## src/include/nes_consts.vh

```
// constants for the neighbour entry store
`ifndef NES_CONSTS_VH
`define NES_CONSTS_VH
`define NES_ENTRIES        8
`define NES_IDX_W          3
`define NES_ADDR_W         16
`define NES_MASK_W         24
`define NES_CONST_W        3
`define NES_GAIN_W         4
`define NES_COEF_W         48
`define NES_LQI_W          8
`define NES_PHASE_W        3
`define NES_VALID_W        8
`define NES_SCHEME_DIFF    1'h0
`define NES_SCHEME_COH     1'h1
`define NES_CONST_ROBUST   3'h0
`define NES_CONST_QAM16    3'h4
`define NES_CONST_MAX      3'h4
// packed entry layout, lsb first
`define NES_F_ADDR_LSB     0
`define NES_F_SCHEME       16
`define NES_F_MASK_LSB     17
`define NES_F_CONST_LSB    41
`define NES_F_GAIN_LSB     44
`define NES_F_RES          48
`define NES_F_COEF_LSB     49
`define NES_F_LQI_LSB      97
`define NES_F_PHASE_LSB    105
`define NES_F_VALID_LSB    108
`define NES_ENTRY_W        116
`define NES_STATIC_W       108
`endif

```

## src/nes_store.v

```verilog
// neighbour entry store with management and transmit ports
`timescale 1ns/1ps
`include "nes_consts.vh"
//
// Overview of operation
// - entry holds 16-bit neighbour short address
// - one-bit scheme: differential or coherent
// - entry holds 24-bit subcarrier group mask
// - 3-bit constellation select, 5-7 reserved
// - 16-QAM only with coherent scheme
// - entry holds 4-bit transmit amplification
// - gain step resolution: 6 dB or 3 dB
// - 48-bit per-group gain steps, two bits each
// - entry holds 8-bit return link quality
// - 3-bit mains phase offset, 60-degree steps
// - 8-bit validity countdown in minutes
// - creation loads default validity value
// - expired entry flags map request need
// - map response reloads configured lifetime
// - retry limit failure zeroes validity
// - whole store readable, writable by management
//
module nes_store
(
  // clock and reset
  input  wire                          clk,
  input  wire                          rst_n,
  // configuration
  input  wire [`NES_VALID_W-1:0]       default_validity,
  input  wire [`NES_VALID_W-1:0]       map_response_lifetime,
  input  wire                          coherent_supported,
  input  wire                          qam16_supported,
  input  wire                          minute_tick,
  // management access to the attribute
  input  wire                          mgmt_wr,
  input  wire                          mgmt_create,
  input  wire                          mgmt_rd,
  input  wire [`NES_IDX_W-1:0]         mgmt_idx,
  input  wire [`NES_ENTRY_W-1:0]       mgmt_wdata,
  output reg                           mgmt_rvalid_q,
  output reg  [`NES_ENTRY_W-1:0]       mgmt_rdata_q,
  output reg                           mgmt_reject_q,
  // link events
  input  wire                          map_response_ok,
  input  wire                          retry_limit_fail,
  input  wire [`NES_IDX_W-1:0]         event_idx,
  // transmit path lookup
  input  wire                          tx_lookup,
  input  wire [`NES_IDX_W-1:0]         tx_idx,
  output reg                           tx_valid_q,
  output reg  [`NES_ADDR_W-1:0]        tx_short_addr_q,
  output reg                           tx_scheme_q,
  output reg  [`NES_MASK_W-1:0]        tx_subcarrier_group_mask_q,
  output reg  [`NES_CONST_W-1:0]       tx_constellation_select_q,
  output reg  [`NES_GAIN_W-1:0]        tx_transmit_amplification_q,
  output reg                           tx_gain_step_resolution_q,
  output reg  [`NES_COEF_W-1:0]        tx_per_group_gain_steps_q,
  output reg  [`NES_LQI_W-1:0]         tx_return_link_quality_q,
  output reg  [`NES_PHASE_W-1:0]       tx_mains_phase_offset_q,
  output reg  [`NES_VALID_W-1:0]       tx_param_validity_minutes_q,
  output reg                           tx_map_request_q
);

  ////////////////////////////////////////////////////////////////////////////
  // write checking
  wire                       w_scheme = mgmt_wdata[`NES_F_SCHEME];
  wire [`NES_CONST_W-1:0]    w_const  = mgmt_wdata[`NES_F_CONST_LSB +: `NES_CONST_W];
  reg                        w_ok;

  // a bad entry is refused whole so the transmit path never sees it
  always @*
  begin
    w_ok = 1'b1;
    if (w_const > `NES_CONST_MAX)
      w_ok = 1'b0;
    else if ((w_const == `NES_CONST_QAM16) &&
             (!qam16_supported || (w_scheme != `NES_SCHEME_COH)))
      w_ok = 1'b0;
    else if ((w_scheme == `NES_SCHEME_COH) && !coherent_supported)
      w_ok = 1'b0;
  end

  wire wr_go = mgmt_wr && w_ok;

  ////////////////////////////////////////////////////////////////////////////
  // storage: static fields plus one countdown per entry
  wire [`NES_STATIC_W-1:0] ent_w     [0:`NES_ENTRIES-1];
  wire [`NES_VALID_W-1:0]  valid_cnt [0:`NES_ENTRIES-1];

  // field slices of the written word, shared by every entry
  wire [`NES_ADDR_W-1:0]   w_addr  = mgmt_wdata[`NES_F_ADDR_LSB +: `NES_ADDR_W];
  wire [`NES_MASK_W-1:0]   w_mask  = mgmt_wdata[`NES_F_MASK_LSB +: `NES_MASK_W];
  wire [`NES_GAIN_W-1:0]   w_gain  = mgmt_wdata[`NES_F_GAIN_LSB +: `NES_GAIN_W];
  wire                     w_res   = mgmt_wdata[`NES_F_RES];
  wire [`NES_COEF_W-1:0]   w_coef  = mgmt_wdata[`NES_F_COEF_LSB +: `NES_COEF_W];
  wire [`NES_LQI_W-1:0]    w_lqi   = mgmt_wdata[`NES_F_LQI_LSB +: `NES_LQI_W];
  wire [`NES_PHASE_W-1:0]  w_phase = mgmt_wdata[`NES_F_PHASE_LSB +: `NES_PHASE_W];

  genvar g;
  generate
    for (g = 0; g < `NES_ENTRIES; g = g + 1)
    begin : g_ent
      reg  [`NES_ADDR_W-1:0]  addr_q;
      reg                     scheme_q;
      reg  [`NES_MASK_W-1:0]  mask_q;
      reg  [`NES_CONST_W-1:0] const_q;
      reg  [`NES_GAIN_W-1:0]  gain_q;
      reg                     res_q;
      reg  [`NES_COEF_W-1:0]  coef_q;
      reg  [`NES_LQI_W-1:0]   lqi_q;
      reg  [`NES_PHASE_W-1:0] phase_q;
      wire sel_w  = wr_go && (mgmt_idx == g);
      wire sel_ev = (event_idx == g);
      wire ld     = sel_w || (map_response_ok && sel_ev);
      // creation takes the default, a plain write takes the written count
      wire [`NES_VALID_W-1:0] lv =
        sel_w ? (mgmt_create ? default_validity
                             : mgmt_wdata[`NES_F_VALID_LSB +: `NES_VALID_W])
              : map_response_lifetime;

      // one register per field; a refused write leaves every field as it was
      always @(posedge clk or negedge rst_n)
      begin
        if (!rst_n)
          addr_q <= {`NES_ADDR_W{1'b0}};
        else if (sel_w)
          addr_q <= w_addr;
      end

      always @(posedge clk or negedge rst_n)
      begin
        if (!rst_n)
          scheme_q <= `NES_SCHEME_DIFF;
        else if (sel_w)
          scheme_q <= w_scheme;
      end

      always @(posedge clk or negedge rst_n)
      begin
        if (!rst_n)
          mask_q <= {`NES_MASK_W{1'b0}};
        else if (sel_w)
          mask_q <= w_mask;
      end

      always @(posedge clk or negedge rst_n)
      begin
        if (!rst_n)
          const_q <= `NES_CONST_ROBUST;
        else if (sel_w)
          const_q <= w_const;
      end

      always @(posedge clk or negedge rst_n)
      begin
        if (!rst_n)
          gain_q <= {`NES_GAIN_W{1'b0}};
        else if (sel_w)
          gain_q <= w_gain;
      end

      always @(posedge clk or negedge rst_n)
      begin
        if (!rst_n)
          res_q <= 1'b0;
        else if (sel_w)
          res_q <= w_res;
      end

      always @(posedge clk or negedge rst_n)
      begin
        if (!rst_n)
          coef_q <= {`NES_COEF_W{1'b0}};
        else if (sel_w)
          coef_q <= w_coef;
      end

      always @(posedge clk or negedge rst_n)
      begin
        if (!rst_n)
          lqi_q <= {`NES_LQI_W{1'b0}};
        else if (sel_w)
          lqi_q <= w_lqi;
      end

      always @(posedge clk or negedge rst_n)
      begin
        if (!rst_n)
          phase_q <= {`NES_PHASE_W{1'b0}};
        else if (sel_w)
          phase_q <= w_phase;
      end

      // repacked in the management layout, lsb first
      assign ent_w[g] = {phase_q, lqi_q, coef_q, res_q, gain_q,
                         const_q, mask_q, scheme_q, addr_q};

      nes_validity u_val
      (
        .clk      (clk),
        .rst_n    (rst_n),
        .load     (ld),
        .load_val (lv),
        .fail     (retry_limit_fail && sel_ev),
        .tick     (minute_tick),
        .count_q  (valid_cnt[g])
      );
    end
  endgenerate

  ////////////////////////////////////////////////////////////////////////////
  // management read, one cycle latency
  reg [`NES_STATIC_W-1:0] r_ent;
  reg [`NES_VALID_W-1:0]  r_val;

  always @*
  begin
    r_ent = ent_w[0];
    r_val = valid_cnt[0];
    if (mgmt_idx == 3'h1)
    begin
      r_ent = ent_w[1];
      r_val = valid_cnt[1];
    end
    else if (mgmt_idx == 3'h2)
    begin
      r_ent = ent_w[2];
      r_val = valid_cnt[2];
    end
    else if (mgmt_idx == 3'h3)
    begin
      r_ent = ent_w[3];
      r_val = valid_cnt[3];
    end
    else if (mgmt_idx == 3'h4)
    begin
      r_ent = ent_w[4];
      r_val = valid_cnt[4];
    end
    else if (mgmt_idx == 3'h5)
    begin
      r_ent = ent_w[5];
      r_val = valid_cnt[5];
    end
    else if (mgmt_idx == 3'h6)
    begin
      r_ent = ent_w[6];
      r_val = valid_cnt[6];
    end
    else if (mgmt_idx == 3'h7)
    begin
      r_ent = ent_w[7];
      r_val = valid_cnt[7];
    end
  end

  always @(posedge clk or negedge rst_n)
  begin
    if (!rst_n)
    begin
      mgmt_rvalid_q <= 1'b0;
      mgmt_rdata_q  <= {`NES_ENTRY_W{1'b0}};
      mgmt_reject_q <= 1'b0;
    end
    else
    begin
      mgmt_rvalid_q <= mgmt_rd;
      mgmt_reject_q <= mgmt_wr && !w_ok;
      if (mgmt_rd)
        mgmt_rdata_q <= {r_val, r_ent};
    end
  end

  ////////////////////////////////////////////////////////////////////////////
  // transmit lookup, one cycle latency
  reg [`NES_STATIC_W-1:0] t_ent;
  reg [`NES_VALID_W-1:0]  t_val;

  always @*
  begin
    t_ent = ent_w[0];
    t_val = valid_cnt[0];
    if (tx_idx == 3'h1)
    begin
      t_ent = ent_w[1];
      t_val = valid_cnt[1];
    end
    else if (tx_idx == 3'h2)
    begin
      t_ent = ent_w[2];
      t_val = valid_cnt[2];
    end
    else if (tx_idx == 3'h3)
    begin
      t_ent = ent_w[3];
      t_val = valid_cnt[3];
    end
    else if (tx_idx == 3'h4)
    begin
      t_ent = ent_w[4];
      t_val = valid_cnt[4];
    end
    else if (tx_idx == 3'h5)
    begin
      t_ent = ent_w[5];
      t_val = valid_cnt[5];
    end
    else if (tx_idx == 3'h6)
    begin
      t_ent = ent_w[6];
      t_val = valid_cnt[6];
    end
    else if (tx_idx == 3'h7)
    begin
      t_ent = ent_w[7];
      t_val = valid_cnt[7];
    end
  end

  always @(posedge clk or negedge rst_n)
  begin
    if (!rst_n)
    begin
      tx_valid_q                  <= 1'b0;
      tx_short_addr_q             <= {`NES_ADDR_W{1'b0}};
      tx_scheme_q                 <= `NES_SCHEME_DIFF;
      tx_subcarrier_group_mask_q  <= {`NES_MASK_W{1'b0}};
      tx_constellation_select_q   <= `NES_CONST_ROBUST;
      tx_transmit_amplification_q <= {`NES_GAIN_W{1'b0}};
      tx_gain_step_resolution_q   <= 1'b0;
      tx_per_group_gain_steps_q   <= {`NES_COEF_W{1'b0}};
      tx_return_link_quality_q    <= {`NES_LQI_W{1'b0}};
      tx_mains_phase_offset_q     <= {`NES_PHASE_W{1'b0}};
      tx_param_validity_minutes_q <= {`NES_VALID_W{1'b0}};
      tx_map_request_q            <= 1'b0;
    end
    else
    begin
      tx_valid_q       <= tx_lookup;
      // advisory only: the mac decides whether to send the request
      tx_map_request_q <= tx_lookup && (t_val == {`NES_VALID_W{1'b0}});
      if (tx_lookup)
      begin
        tx_short_addr_q             <= t_ent[`NES_F_ADDR_LSB +: `NES_ADDR_W];
        tx_scheme_q                 <= t_ent[`NES_F_SCHEME];
        tx_subcarrier_group_mask_q  <= t_ent[`NES_F_MASK_LSB +: `NES_MASK_W];
        tx_constellation_select_q   <= t_ent[`NES_F_CONST_LSB +: `NES_CONST_W];
        tx_transmit_amplification_q <= t_ent[`NES_F_GAIN_LSB +: `NES_GAIN_W];
        tx_gain_step_resolution_q   <= t_ent[`NES_F_RES];
        tx_per_group_gain_steps_q   <= t_ent[`NES_F_COEF_LSB +: `NES_COEF_W];
        tx_return_link_quality_q    <= t_ent[`NES_F_LQI_LSB +: `NES_LQI_W];
        tx_mains_phase_offset_q     <= t_ent[`NES_F_PHASE_LSB +: `NES_PHASE_W];
        tx_param_validity_minutes_q <= t_val;
      end
    end
  end
endmodule

```

## src/nes_validity.v

```verilog
// per-entry validity countdown in minutes
`timescale 1ns/1ps
`include "nes_consts.vh"
module nes_validity
(
  // clock and reset
  input  wire                       clk,
  input  wire                       rst_n,
  // events, priority: fail, load, tick
  input  wire                       load,
  input  wire [`NES_VALID_W-1:0]    load_val,
  input  wire                       fail,
  input  wire                       tick,
  // state
  output reg  [`NES_VALID_W-1:0]    count_q
);
  reg [`NES_VALID_W-1:0] count_d;

  always @*
  begin
    count_d = count_q;
    if (fail)
      count_d = {`NES_VALID_W{1'b0}};
    else if (load)
      count_d = load_val;
    else if (tick && (count_q != {`NES_VALID_W{1'b0}}))
      count_d = count_q - {{(`NES_VALID_W-1){1'b0}}, 1'b1};
  end

  always @(posedge clk or negedge rst_n)
  begin
    if (!rst_n)
      count_q <= {`NES_VALID_W{1'b0}};
    else
      count_q <= count_d;
  end
endmodule
```

## config.mk

```make
export PLATFORM = sky130hd
export DESIGN_NAME = nes_store
export DESIGN_NICKNAME = d
export VERILOG_FILES = /design/src/nes_store.v /design/src/nes_validity.v
export VERILOG_INCLUDE_DIRS = /design/src /design/src/include
export SDC_FILE = /design/constraint.sdc
export NUM_CORES = 2
export LEC_CHECK = 0
export BUFFER_PORTS_ARGS = -buffer_cell sky130_fd_sc_hd__buf_2
export CAP_MARGIN = 10
export CORE_MARGIN = 5
export CORE_UTILIZATION = 60
export CTS_CLUSTER_SIZE = 10
export DETAILED_ROUTE_END_ITERATION = 8
export PLACE_DENSITY_LB_ADDON = 0.1
export SETUP_SLACK_MARGIN = 0.2
export SYNTH_ARGS = -nofsm -noshare
export SYNTH_HDL_FRONTEND = slang
export SYNTH_SLANG_ARGS = --single-unit
```

## constraint.sdc

```tcl
create_clock -name clk -period 3 [get_ports clk]
set_clock_uncertainty 0.05 [all_clocks]
set_input_delay 0.6 -clock clk [delete_from_list [all_inputs] [get_ports clk]]
set_output_delay 0.6 -clock clk [all_outputs]
set_load 0.02 [all_outputs]
```

[Word level (Yosys, flattened, before mapping)]
Cells that the tools add are included.
Operators by class
  reduce and logical (&&, ||, !) cells: 68
  magnitude comparators: 1
  equal/unequal tests: 22
  add/sub/neg operators: 8
  bitwise gates (word level): 1
  multiplexer cells: 64
Operators with widths (number)
  two-way mux 108 bit: 14
  two-way mux 8 bit: 47
  nonzero test 8 bit: 8
  subtractor 8 x 1 -> 8 bit, second input constant: 8
  equality test 3 bit, second input constant: 13
  logical AND 1 bit: 37
  nonzero test 3 bit: 8
  equality test 3 x 2 -> 1 bit, second input constant: 6
  equality test 3 x 1 -> 1 bit, second input constant: 3
  logical OR 1 bit: 9
  logical NOT 8 bit: 1
  logical NOT 3 bit: 2
  greater-than comparator 3 bit, second input constant: 1
  logical NOT 1 bit: 3
  two-way mux 1 bit: 3
  NOT 1 bit: 1
Word-level totals
  input bits: 152
  logic and storage cells: 259
  output and inout bits: 236
  flip-flop bits (word level): 1164

[Logic depth before layout (Yosys ltp)]
  word-level depth: 10
  depth in mapped cells: 9
  mapped depth without buffers: 7

[By module]
From an unflattened synthesis, not the netlist that was laid out.
Second synthesis, totals
  cell total of the unflattened synthesis: 5417
  area total of the unflattened synthesis: 60365.4 µm²
By module, submodules not included
  nes_store: sequential area each 27526.4 µm², cells each 4953, times used 1, area an instance 56021.2 µm²
  nes_validity: sequential area each 200.2 µm², cells each 58, times used 8, area an instance 543.0 µm²

[Worst setup path before layout]
Ideal clock, no wire load.
  path kind: input to register
  start point: input mgmt_wdata[42]
  end point: register g_ent[7].addr_q[10]
  arrival time: 2340 ps
  path slack: 485 ps
  library setup time: 125 ps
  stages on the path: 6
  required time: 2825 ps
  buffers on the path: 3
  cell sequence: clkbuf_1 -> nand4bb_4 -> a2111oi_4 -> buf_2 -> buf_2 -> mux2_2
Between the ends
  longest elaborated chain between the ends: 6
  elaborated cells between the ends (all ways): 7
  those cells by class: 1 x order compare; 1 x eq/ne; 2 x mux; 3 x reduce/logical
Ends and longest elaborated chain
  start, declared: RTL line nes_store.v:39  | input wire [`NES_ENTRY_W-1:0] mgmt_wdata,
  equality test 3 bit (no line)
  logical AND 1 bit: RTL line nes_store.v:76  | else if ((w_const == `NES_CONST_QAM16) &&
  two-way mux 1 bit: RTL line nes_store.v:76
  two-way mux 1 bit (*): RTL line nes_store.v:74  | if (w_const > `NES_CONST_MAX)
  logical AND 1 bit (*): RTL line nes_store.v:83  | wire wr_go = mgmt_wr && w_ok;
  logical AND 1 bit (*): RTL line nes_store.v:112  | wire sel_w = wr_go && (mgmt_idx == g);
  end signal, assigned: RTL line nes_store.v:125  | addr_q <= {`NES_ADDR_W{1'b0}};
  end signal, assigned: RTL line nes_store.v:127  | addr_q <= w_addr;
  end, declared: RTL line nes_store.v:103  | reg [`NES_ADDR_W-1:0] addr_q;
Mark *: on every way between the ends. The rest lies on a longest branch, timed or not.
A chain may end at the register's enable or synchronous reset.

[Final worst setup path]
  start point: register g_ent[7].u_val.count_q[4]
  end point: register g_ent[7].u_val.count_q[5]
Between the ends
  longest elaborated chain between the ends: 4
  elaborated cells between the ends (all ways): 7
  those cells by class: 1 x add/sub; 3 x mux; 3 x reduce/logical
Ends and longest elaborated chain
  start, declared: RTL line nes_validity.v:15  | output reg [`NES_VALID_W-1:0] count_q
  start signal, assigned: RTL line nes_validity.v:33  | count_q <= {`NES_VALID_W{1'b0}};
  start signal, assigned: RTL line nes_validity.v:35  | count_q <= count_d;
  subtractor 8 x 1 -> 8 bit: RTL line nes_validity.v:27  | count_d = count_q - {{(`NES_VALID_W-1){1'b0}}, 1'b1};
  two-way mux 8 bit: RTL line nes_validity.v:26  | else if (tick && (count_q != {`NES_VALID_W{1'b0}}))
  two-way mux 8 bit: RTL line nes_validity.v:24  | else if (load)
  two-way mux 8 bit: RTL line nes_validity.v:22  | if (fail)
Several ways; a longest one is shown, not always the timed one. The select of a mux whose other input is x is not followed.

==> results by group <==
Run status
  • Status: complete, no violations

Worst hold path
  • Hold/Removal Path Class: in2reg
  • Hold path depth: 3

Logic synthesis
  • Number of synthesized flops with an enable pin: 0
  • Asr flop ratio synth: 100.0%
  • Cell taking the most area after synthesis: dfrtp_1
  • Mapped Area: 59710 um2
  • Most area-consuming cells after synthesis: dfrtp_1 (49%), nand2_1 (9.8%), mux4_2 (8.8%), mux2_2 (6.3%), mux2i_1 (4.2%)
  • Largest family of logic cells by synthesized area: multiplexers
  • Synthesized area per cell: 10.09 um2
  • Commonest cells in the netlist: nand2_1 (1563), dfrtp_1 (1164), mux2_2 (333)
  • Synth Flop Type: dfrtp_1
  • Post-Synthesis Cells: 5920
  • Most frequent cell after synthesis: nand2_1
  • Sequential share of the synthesized area: 48.78%
  • Mux share of post-synthesis cell area: 19.22%
  • Syn nets: ~6000
  • Simple-gate share of the synthesized area: 13.39%
  • Post-synthesis xor/xnor area fraction: 0.4107%
  • Ys Warns: 0
  • Distinct cells, synth: 84
  • Area share of the largest cell type after synthesis: 48.78%
  • #FFs+latches synth: 1164
  • Post-Synth Adder-Cell Area: less than 1%
  • Compound-cell area share of the yosys netlist: 13.60%

Placement
  • Port Buffers: 387
  • RePlAce Congestion: 0.9527
  • Final HPWL DP: 114500 um
  • Pre-CTS worst setup slack: between 0.1 and 0.15 ns

Finish
  • Layout area overhead: 13.72%
  • Fillers: between 7000 and 8000
  • Nets: 6329
  • Proportion of layout cells with a drive suffix above 1: 21.73%

STA
  • Endpoints failing setup: 0
  • RSZ-0062 raised after global routing: false
  • Slew Viols, Final: 0
  • Worst-Margin Slew: 0.9653 ns
  • Slew headroom: 35.65%
  • Final worst slack: 0.4935 ns
  • TNS Setup: 0 ns
  • Max frequency: between 0.3 and 0.4 GHz
  • Min cycle time layout: between 2 and 3 ns
  • Period utilisation layout: 83.55%
  • Final hold viol count: 0
  • Worst hold slack: ~0.095 ns

Power
  • Switching Share: 32.11%
  • Logic gate share of total power: between 20% and 30%
  • Part of the power in registers: between 40% and 50%
  • P_int: 34.25 mW
  • P_leak: 31.90 nW
  • Clock network power share: around 30%
  • Peak supply drop: between 0.4 and 0.5 mV
  • Total power density per cell area: between 700 and 800 nW/um2
  • Psw: 16.20 mW

CTS
  • Clock sinks: 1164
  • CTS Root Cell: clkbuf_16
  • Worst-skew pair later-pin latency: between 0.7 and 0.8 ns
  • Max Buffers Root-to-Sink: 3
  • Clk pin slew, worst setup/hold paths: 0.06 ns
  • CTS tree: yes
  • Gates resized, CTS repair: 0
  • CTS H-Tree Depth: 4
  • Cts bufs inserted: ~140

Critical path
  • Crit-path max FO: 10
  • Startpoint Class: register
  • CP required: about 3.6 ns
  • R2R depth: 5
  • Crit. End Element: register
  • Setup CP Type: reg2reg
  • Crit path arrival time: 3.08 ns
  • Flop2flop setup slack: 0.49 ns

Global routing
  • Grt total ovfl: 0
  • Total GRT Usage: 35.76%
  • Vias in the first global route: between 40000 and 50000
  • Largest net degree at the start of global routing: 133
  • First-pass GRT wire length: just under 300000 um
  • Initial antenna violation count: 32

Drt
  • Wire per inst: 25.52 um
  • Top sig layer: met5
  • Routed wl met2: 88830 um
  • # DRC: 0
  • Routed WL: 191700 um
  • Metal-1 WL: 74920 um
  • DR vias: between 40000 and 50000
  • Iter 0 DRT Violations: 5282
  • DR WL met3: 19210 um
  • Vias per cell: between 6 and 7
  • Drt first pass iters: 7
  • ANT nets after route: 0

Die
  • # rows: 115
  • Die area: 105900 um2
  • Io pins: 388
  • Die X: 325.5 um
  • Die Y: about 330 um
  • Core Footprint: 98560 um2
  • Starting density of the core: 60.58%

Run
  • Maxcap violations: 0
## cell usage in the layout (no fill, tap or decap), types with 15 or more instances in the layout
| cell | n |
|---|---|
| mux4_2 | 232 |
| mux2_2 | 333 |
| a211oi_1 | 15 |
| o22a_1 | 113 |
| a22oi_1 | 119 |
| nand2_1 | 1562 |
| dfrtp_1 | 1164 |
| clkbuf_16 | 144 |
| a22o_1 | 18 |
| a21o_1 | 108 |
| o21ai_0 | 274 |
| buf_4 | 121 |
| a21oi_1 | 275 |
| buf_12 | 77 |
| xnor2_1 | 22 |
| a31oi_1 | 124 |
| diode_2 | 27 |
| o211ai_1 | 18 |
| buf_2 | 378 |
| nor3_1 | 25 |
| ha_1 | 16 |
| mux2i_1 | 250 |
| o22ai_1 | 120 |
| clkbuf_1 | 16 |
| nand3_1 | 17 |
| inv_1 | 149 |
| nor2_1 | 296 |
## worst paths after layout
| check | start | endpoint |
|---|---|---|
| worst max-delay path | g_ent[7].u_val.count_q[4] | g_ent[7].u_val.count_q[5] |
| worst min register to register | tx_param_validity_minutes_q[7] | tx_param_validity_minutes_q[7] |
| max in group asynchronous | rst_n | g_ent[2].u_val.count_q[1] |
| worst min-delay path | mgmt_wdata[60] | g_ent[1].coef_q[11] |
| worst max register to register | g_ent[7].u_val.count_q[4] | g_ent[7].u_val.count_q[5] |
| min in group asynchronous | rst_n | mgmt_rdata_q[31] |
## logic make-up after synthesis
family,after synthesis
xor+xnor,28
buf+inv,633
mux,815
fa+ha+maj,16
simple gates,2002
compound gates,1262
flops,1164
## layer usage
metal	GRT usage [%]	up-vias
li1	-	21300
met1	48.23	24400
met2	56.10	2667
met3	8.062	615
met4	16.21	10
met5	0	-
## flip-flops by register name, indices dropped and copies added (netlist names), 16 cells and up
signal and count:
g_ent.coef_q 384, g_ent.mask_q 192, g_ent.addr_q 128, mgmt_rdata_q 116, g_ent.lqi_q 64, g_ent.u_val.count_q 64
tx_per_group_gain_steps_q 48, g_ent.gain_q 32, g_ent.const_q 24, g_ent.phase_q 24, tx_subcarrier_group_mask_q 24, tx_short_addr_q 16
## final cells by class
cell class                      count  area [um2]  area share (%)
Sequential cell                  1164       29130           42.90
Multi-Input combinational cell   4123       28170           41.48
Antenna cell                       27       67.56         0.09950
Tap cell                         1287        1610           2.371
Clock buffer                      170        3801           5.598
Timing Repair Buffer              586        4484           6.604
Inverter                          149       559.3          0.8237
Clock inverter                      7       83.83          0.1235
## power groups by stage
stage / Sequential, mW / Combinational [mW] / Clock [mW]
6_report: 22.8 / 12.5 / 15.1
5_1_grt: 23.2 / 13.8 / 16.0
4_1_cts: 22.7 / 12.5 / 15.3
3_5_place_dp: 22.9 / 12.4 / 0
3_3_place_gp: 22.7 / 12.1 / 0
2_1_floorplan: 22.4 / 8.38 / 0
## worst max-delay path, stage by stage, from the launching register on
cell and delay (ns):
dfrtp_1 0.46, or4_1 0.62, o41ai_2 0.38, and4b_1 0.48, nor3_1 0.11, o31a_1 0.30
## through the flow
| step | cell area, um2 | instances | utilization [%] | power [mW] |
|---|---|---|---|---|
| finish | 67900 | 7513 | 68.89 | 50.45 |
| global route | 67870 | 7501 | 68.86 | 52.98 |
| CTS | 67840 | 7486 | 68.82 | 50.51 |
| detailed placement | 63940 | 7308 | 64.87 | 35.29 |
| global placement | 63940 | 7308 | 64.87 | 34.81 |
| floorplan | 59710 | 5920 | - | 30.80 |
## timing repair
action,in CTS,in global routing
endpoints found under the hold margin,30,0
hold buffers,1,0
buffers inserted,0,0
No activity file was read; power rests on OpenSTA's default activity.
